`config.mk`:
```
export PLATFORM = sky130hd
export DESIGN_NAME = stpseq_top
export DESIGN_NICKNAME = d
export VERILOG_FILES = /design/src/hdl/stpseq_pkg.sv /design/src/hdl/stpseq_top.sv /design/src/hdl/stpseq_sync.sv
export VERILOG_INCLUDE_DIRS = /design/src /design/src/hdl
export SDC_FILE = /design/constraint.sdc
export NUM_CORES = 1
export LEC_CHECK = 0
export ABC_AREA = 1
export ABC_CLOCK_PERIOD_IN_PS = 3950
export BUFFER_PORTS_ARGS = -buffer_cell sky130_fd_sc_hd__buf_2
export CORE_MARGIN = 2
export CORE_UTILIZATION = 40
export CTS_CLUSTER_DIAMETER = 30
export CTS_CLUSTER_SIZE = 12
export DETAILED_ROUTE_END_ITERATION = 16
export HOLD_SLACK_MARGIN = 0.06
export PLACE_DENSITY = 0.6
export SLEW_MARGIN = 20
export SYNTH_ARGS = -nofsm -noshare
export SYNTH_HDL_FRONTEND = slang
export SYNTH_SLANG_ARGS = --single-unit
export TNS_END_PERCENT = 20
```
`constraint.sdc`:
```
create_clock -name clk -period 3.95 [get_ports clk]
set_input_delay 0.1975 -clock clk [delete_from_list [all_inputs] [get_ports clk]]
set_output_delay 0.1975 -clock clk [all_outputs]
set_load 0.02 [all_outputs]
```
`src/hdl/stpseq_regs.svh`:
```
// Constants for the stepper phase sequencer
`ifndef STPSEQ_REGS_SVH
`define STPSEQ_REGS_SVH

// Drive pattern bit positions {second_rev, second_fwd, first_rev, first_fwd}
`define STPSEQ_BIT_FIRST_FWD  0
`define STPSEQ_BIT_FIRST_REV  1
`define STPSEQ_BIT_SECOND_FWD 2
`define STPSEQ_BIT_SECOND_REV 3

// Outputs cut off during reset
`define STPSEQ_DRIVE_OFF      4'h0
// Synchroniser reset: reset pin seen asserted, other pins at their pull-up level
`define STPSEQ_CTRL_RESET     4'hE
// Half-step index of the initial pattern (first fwd + second rev)
`define STPSEQ_INIT_INDEX     3'h7
// Step clock least pulse width and reset hold, in ns
`define STPSEQ_MIN_PULSE_NS   20000
`define STPSEQ_CLK_PERIOD_NS  10
`define STPSEQ_MIN_PULSE_CYC  ((`STPSEQ_MIN_PULSE_NS + `STPSEQ_CLK_PERIOD_NS - 1) / `STPSEQ_CLK_PERIOD_NS)

`endif

```
`src/hdl/stpseq_pkg.sv`:
```
// Types of the stepper phase sequencer
package stpseq_pkg;

   // Winding drive outputs
   typedef struct packed {
      logic second_winding_rev;
      logic second_winding_fwd;
      logic first_winding_rev;
      logic first_winding_fwd;
   } stpseq_drive_type;

   // Control inputs as seen by the sequencer
   typedef struct packed {
      logic step_clock;
      logic half_step;
      logic direction_select;
      logic system_reset_low;
   } stpseq_ctrl_type;

   typedef enum logic [1:0] {
      STPSEQ_HELD,
      STPSEQ_RUN
   } stpseq_state_type;

endpackage

```
`src/hdl/stpseq_top.sv`:
```
// Phase sequencer for a unipolar two-phase stepping motor
`timescale 1ns/1ps
`default_nettype none
`include "stpseq_regs.svh"

// Contract
// - Each rising step clock edge advances the drive pattern by exactly one step.
// - Excitation select is sampled on the step edge, low full-step and high half-step.
// - Direction select low steps forward and high steps in reverse.
// - While the reset pin is low the sequencer is held and all four outputs are off.
// - After reset release the pattern is first winding forward plus second winding reverse.
// - Every control input reads high when left open.
// - In half-step mode each winding is undriven a quarter of the sequence.
module stpseq_top (
   // Clock and reset
   input  wire logic clk,
   input  wire logic rst_n,
   // Host control pins, pull-up resolved
   input  wire logic step_clock,
   input  wire logic step_clock_oe_n,
   input  wire logic excitation_select,
   input  wire logic excitation_select_oe_n,
   input  wire logic direction_select,
   input  wire logic direction_select_oe_n,
   input  wire logic system_reset_low,
   input  wire logic system_reset_low_oe_n,
   // Winding drive outputs
   output var  logic first_winding_fwd,
   output var  logic first_winding_rev,
   output var  logic second_winding_fwd,
   output var  logic second_winding_rev
);

   stpseq_pkg::stpseq_ctrl_type pins;
   stpseq_pkg::stpseq_ctrl_type ctrl;
   stpseq_pkg::stpseq_state_type state;
   stpseq_pkg::stpseq_drive_type drive;
   stpseq_pkg::stpseq_drive_type next_drive;
   logic                         step_prev;
   logic                         step_rise;
   logic [2:0]                   index;
   logic [2:0]                   next_index;

   // An undriven pin reads high through the pull-up
   always_comb begin
      pins.step_clock       = step_clock_oe_n ? 1'b1 : step_clock;
      pins.half_step        = excitation_select_oe_n ? 1'b1 : excitation_select;
      pins.direction_select = direction_select_oe_n ? 1'b1 : direction_select;
      pins.system_reset_low = system_reset_low_oe_n ? 1'b1 : system_reset_low;
   end

   // Pins are asynchronous to clk
   stpseq_sync u_sync (
      .clk      (clk),
      .rst_n    (rst_n),
      .pin_in   (pins),
      .sync_out (ctrl)
   );

   // Edge detect on the synchronised step clock only
   always_ff @(posedge clk or negedge rst_n) begin
      if (!rst_n) begin
         step_prev <= 1'b1;
      end else begin
         step_prev <= ctrl.step_clock;
      end
   end

   // Held while the reset pin is low, a step clock that is high at release is not an edge
   assign step_rise = ctrl.step_clock & ~step_prev & (state == stpseq_pkg::STPSEQ_RUN);

   // Sequencer state
   always_ff @(posedge clk or negedge rst_n) begin
      if (!rst_n) begin
         state <= stpseq_pkg::STPSEQ_HELD;
      end else begin
         case (state)
            stpseq_pkg::STPSEQ_HELD: begin
               if (ctrl.system_reset_low) begin
                  state <= stpseq_pkg::STPSEQ_RUN;
               end
            end
            stpseq_pkg::STPSEQ_RUN: begin
               if (!ctrl.system_reset_low) begin
                  state <= stpseq_pkg::STPSEQ_HELD;
               end
            end
            default: begin
               state <= stpseq_pkg::STPSEQ_HELD;
            end
         endcase
      end
   end

   // Position on the eight-entry half-step wheel; odd entries are two-winding states
   always_comb begin
      next_index = index;
      if (step_rise) begin
         if (!ctrl.half_step) begin
            // Full step: land on the next odd entry, which also rejoins from a half state
            if (!ctrl.direction_select) begin
               next_index = index[0] ? 3'(index + 3'h2) : 3'(index + 3'h1);
            end else begin
               next_index = index[0] ? 3'(index - 3'h2) : 3'(index - 3'h1);
            end
         end else begin
            next_index = ctrl.direction_select ? 3'(index - 3'h1)
                                               : 3'(index + 3'h1);
         end
      end
   end

   always_ff @(posedge clk or negedge rst_n) begin
      if (!rst_n) begin
         index <= `STPSEQ_INIT_INDEX;
      end else if (state != stpseq_pkg::STPSEQ_RUN) begin
         index <= `STPSEQ_INIT_INDEX;
      end else begin
         index <= next_index;
      end
   end

   // Decode: each winding on for six of eight half steps, off for two (a quarter)
   always_comb begin
      next_drive = `STPSEQ_DRIVE_OFF;
      if (state == stpseq_pkg::STPSEQ_RUN && ctrl.system_reset_low) begin
         case (next_index)
            3'h0: next_drive = 4'h1;  // First fwd
            3'h1: next_drive = 4'h5;  // First fwd, second fwd
            3'h2: next_drive = 4'h4;  // Second fwd
            3'h3: next_drive = 4'h6;  // Second fwd, first rev
            3'h4: next_drive = 4'h2;  // First rev
            3'h5: next_drive = 4'hA;  // First rev, second rev
            3'h6: next_drive = 4'h8;  // Second rev
            3'h7: next_drive = 4'h9;  // Second rev, first fwd
            default: next_drive = `STPSEQ_DRIVE_OFF;
         endcase
      end
   end

   // Outputs registered; cut off while held in reset
   always_ff @(posedge clk or negedge rst_n) begin
      if (!rst_n) begin
         drive <= `STPSEQ_DRIVE_OFF;
      end else begin
         drive <= next_drive;
      end
   end

   assign first_winding_fwd  = drive.first_winding_fwd;
   assign first_winding_rev  = drive.first_winding_rev;
   assign second_winding_fwd = drive.second_winding_fwd;
   assign second_winding_rev = drive.second_winding_rev;

   // Helpers for the checks
   logic [1:0] drive_count;
   assign drive_count = 2'(drive[0]) + 2'(drive[1]) + 2'(drive[2]) + 2'(drive[3]);
endmodule

`default_nettype wire

```
`src/hdl/stpseq_sync.sv`:
```
// Two-flop synchroniser for a group of pin inputs
`timescale 1ns/1ps
`default_nettype none
`include "stpseq_regs.svh"

module stpseq_sync (
   // Clock and reset
   input  wire logic                    clk,
   input  wire logic                    rst_n,
   // Pin side and synchronised side
   input  wire stpseq_pkg::stpseq_ctrl_type pin_in,
   output var  stpseq_pkg::stpseq_ctrl_type sync_out
);

   stpseq_pkg::stpseq_ctrl_type meta;

   // Reset pin starts as asserted, so no pattern shows before the real pin level arrives
   always_ff @(posedge clk or negedge rst_n) begin
      if (!rst_n) begin
         meta     <= `STPSEQ_CTRL_RESET;
         sync_out <= `STPSEQ_CTRL_RESET;
      end else begin
         meta     <= pin_in;
         sync_out <= meta;
      end
   end

endmodule

`default_nettype wire

```
==> results.txt <==
The count of filler cells inserted in the layout came out at 182. Max-cap violations in this run came to 0. The average size of a mapped cell is 9.376 µm², and the die height is 48.11 µm. The logs give 75.95% for the worst slew margin relative to its limit and 552 for the total number of vias. Core footprint: 1783 µm². For this run, the post-layout net count is 116. The largest individual stage delay along the critical path comes from the cell sky130_fd_sc_hd__dfstp_2. When the netlist entered floorplanning its net count stood at 97. The clock input transition at the sequential cells of the worst setup and hold paths is 0.10 ns, and the arrival time at the worst endpoint is 2.01 ns. The sort of element at the end of the critical path was a flop. The run gives 0 as the remaining antenna violation count after routing. The largest buffer count on any clock path is 2. Setup violations remaining at the end of the flow were counted as 0. At the later pin of the worst-skew pair, clock insertion delay measures 0.29 ns. The root buffer cell was sky130_fd_sc_hd__clkbuf_4.

Static timing analysis puts the maximum clock frequency at 550.9 MHz. Ranked by total cell area, the synthesized netlist is headed by sky130_fd_sc_hd__dfstp_2 34%, sky130_fd_sc_hd__dfrtp_1 23%, sky130_fd_sc_hd__nand2_1 11%. For the final database, setup skew stands at 0.01436 ns.

The first global-routing pass estimated 1932 µm of wire. The post-route netlist has 37.62% of its cells at a drive strength greater than 1. In the final layout, the multi-input gates occupy 302.8 µm².

The tools report the leakage power summed over all cells as 0.4848 nW. The initial utilization of the core area, before any placement, comes to 43.65%. STA classifies the critical path startpoint as a flop. After detailed routing, the number of remaining DRC violations is 0. The run gives 0.8610 as the placer's final routability congestion estimate. After the flow finishes, the layout carries non-filler instances totaling 126.

Power spread over the standard cell area amounts to 517.9 nW/µm². The worst setup path is of the flop to flop kind. The number of enable-type register cells in the synthesized netlist is 0.

The total global routing track utilization is 12.49%, and the count of input and output buffers is 13. The number of top-level pins is 14, and the count of warnings emitted by yosys is 0. Walking the worst path, the cells encountered are inv_1, ha_1, or2_2, o21ai_1, nand2_1, o21ai_2, nor2_2, nor2_1, nor2_1.

The total global routing overflow was 0; the number of antenna violations at the first check in global routing was 0. The number of placed instances, taps included, is 121. The aggregate routed wire length was 1117 µm; the transition time at the pin with the least slew margin was 0.3608 ns. In the final layout, flip-flops and latches occupy 437.9 µm².

TritonCTS built the clock tree. Number of DRC violations after detailed-routing iteration 0: 8. The largest single stage delay on the critical path is 0.60 ns. Counting every instance in the synthesized netlist gives 83. After detailed routing, the number of vias per cell comes to 4.381. In the synthesized netlist the async set-or-reset flop fraction comes to 100.0%. The run gives 0 as the max-slew violation count. The total buffers and inverters traversed by the critical path is 1, and the area growth from synthesis to final layout is 17.04%. The run finished with clean final reports.

The detailed-route wire length per cell is 8.865 µm. Total power for the finished layout comes to 0.4718 mW. Before antenna repair, the detailed router went through 4 iterations. After synthesis, flip-flops and latches occupy 56.27% of the total area. Cell with the most instances after synthesis: sky130_fd_sc_hd__nand2_1.

The prevailing post-synth register cell was sky130_fd_sc_hd__dfstp_2. Counting stages on the worst path, the most repeated cell is sky130_fd_sc_hd__nor2_1. The total number of placement rows is 15.

Setup repair after global routing left no endpoint under its margin. The total die area was 2315 µm²; the number of register bits inferred by synthesis was 17. After legalization and detailed placement, the total HPWL measured 901.8 µm. For the distinct cell type count of the synthesized netlist, the log shows 16. The tools report the required time at the worst-slack endpoint as 4.14 ns. The number of global-route vias before repair came out at 487.

The kind of path behind the tightest hold check is primary input to flop. The area fraction of the dominant cell type after synthesis was 33.76%; the largest voltage drop on the vdd net was 0.0002241 V. The cell area after synthesis came out at 778.2 µm². The final critical path takes up 45.95% of the cycle.

The count of clock tree sinks came out at 17. In this run the worst path has a maximum fanout of 5. Setup TNS: 0 ns.

The number of levels the H-tree was split into is 1. Pin count of the biggest net entering global routing: 18. The top cell type by total area after synthesis is sky130_fd_sc_hd__dfstp_2. The number of endpoints with negative hold slack in the final report was 0; the width of the die was 48.11 µm. TritonCTS created 3 clock buffers. Number of antenna cells inserted: 0. In this run the post-CTS setup repair buffer count came out at 0. The family of cells with the greatest summed delay on the critical path is flip-flops. For the fraction of the core area covered by cells at the end of the flow, the log shows 51.09%. The commonest cells after synthesis are 23 x sky130_fd_sc_hd__nand2_1, 10 x sky130_fd_sc_hd__dfstp_2, 9 x sky130_fd_sc_hd__inv_1, 9 x sky130_fd_sc_hd__nor2_1, 7 x sky130_fd_sc_hd__dfrtp_1. The smallest clock period supported by the final layout is computed as 1.815 ns.
## cell usage in the layout (no fill, tap or decap), drive strengths merged
cell | netlist | routed
nor2 | 12 | 12
nand3 | 5 | 5
or2 | 5 | 5
dfrtp | 7 | 7
ha | 4 | 4
o21ai | 3 | 3
nand2 | 24 | 24
xor2 | 1 | 1
clkbuf | 0 | 4
inv | 10 | 10
buf | 0 | 13
a21oi | 2 | 2
dfstp | 10 | 10
dlygate4sd3 | 0 | 1
## worst reg2reg max path: cells and delay by family (launching register included)
family,cells,cell delay [ns]
AOI/OAI and AO/OA,2,0.25
adders and majority gates,1,0.19
buffers and inverters,1,0.09
DFF,1,0.60
and+or+nand+nor,5,0.59
## metal layers
layer  up-vias  GRT usage, %  share of wire, %
li1        290             -                 -
met1       250         15.51                50
met2        12         19.20                47
met3         0         4.444               3.5
met4         0         6.486                 0
met5         -             0                 0
## kinds of logic after synthesis
kind of cell,Yosys count,synth area share (%)
fa+ha+maj,4,6.431
flops,17,56.27
simple gates,46,27.17
buf+inv,10,4.822
compound gates,5,4.180
xor+xnor,1,1.126
## cell type report
| cell class | count | share of cell area [%] |
|---|---|---|
| well taps | 25 | 3.434 |
| multi-input cells | 56 | 33.24 |
| repair buffers | 14 | 8.242 |
| flip-flops and latches | 17 | 48.08 |
| inverters | 10 | 4.121 |
| clock buffers | 4 | 2.885 |
## registers in the layout (all words and copies together) (netlist names)
register            cells
first_winding_fwd       1
first_winding_rev       1
index                   3
second_winding_fwd      1
second_winding_rev      1
state                   1
step_prev               1
u_sync.meta             4
u_sync.sync_out         4
## power breakdown
| group | leakage [nW] | total [mW] | internal [mW] | switching [mW] |
|---|---|---|---|---|
| Sequential | 0.190 | 0.233 | 0.211 | 0.0221 |
| Combinational | 0.279 | 0.148 | 0.0568 | 0.0916 |
| Clock | 0.0150 | 0.0901 | 0.0392 | 0.0509 |
| Total | 0.485 | 0.472 | 0.307 | 0.165 |
## per-stage QoR
step                instance area, µm²  worst slack, ns  hold WS, ns
finish                           910.9            2.135      0.08761
global route                     910.9            2.010      0.07533
CTS                              910.9            2.142      0.08133
detailed placement               874.6            2.155       0.1323
global placement                 874.6            2.193       0.1291
floorplan                        778.2            2.290     -0.09809
## path summary, 6_finish.rpt
kind                                       start            endpoint  slack, ns  cells past startpoint
worst max-delay path                    index[1]   first_winding_fwd       2.13                      9
worst min-delay path            system_reset_low      u_sync.meta[0]       0.09                      2
worst max register to register          index[1]   first_winding_fwd       2.13                      9
worst min register to register    u_sync.meta[1]  u_sync.sync_out[1]       0.36                      0
max in group asynchronous                  rst_n  u_sync.sync_out[2]       3.30                      2
min in group asynchronous                  rst_n      u_sync.meta[0]       0.33                      2
## timing repair
action | CTS | global route
hold buffers | 1 | 0
endpoints found under the hold margin | 7 | 0
gates resized for setup | 0 | 0
No activity file was read; power rests on OpenSTA's default activity.
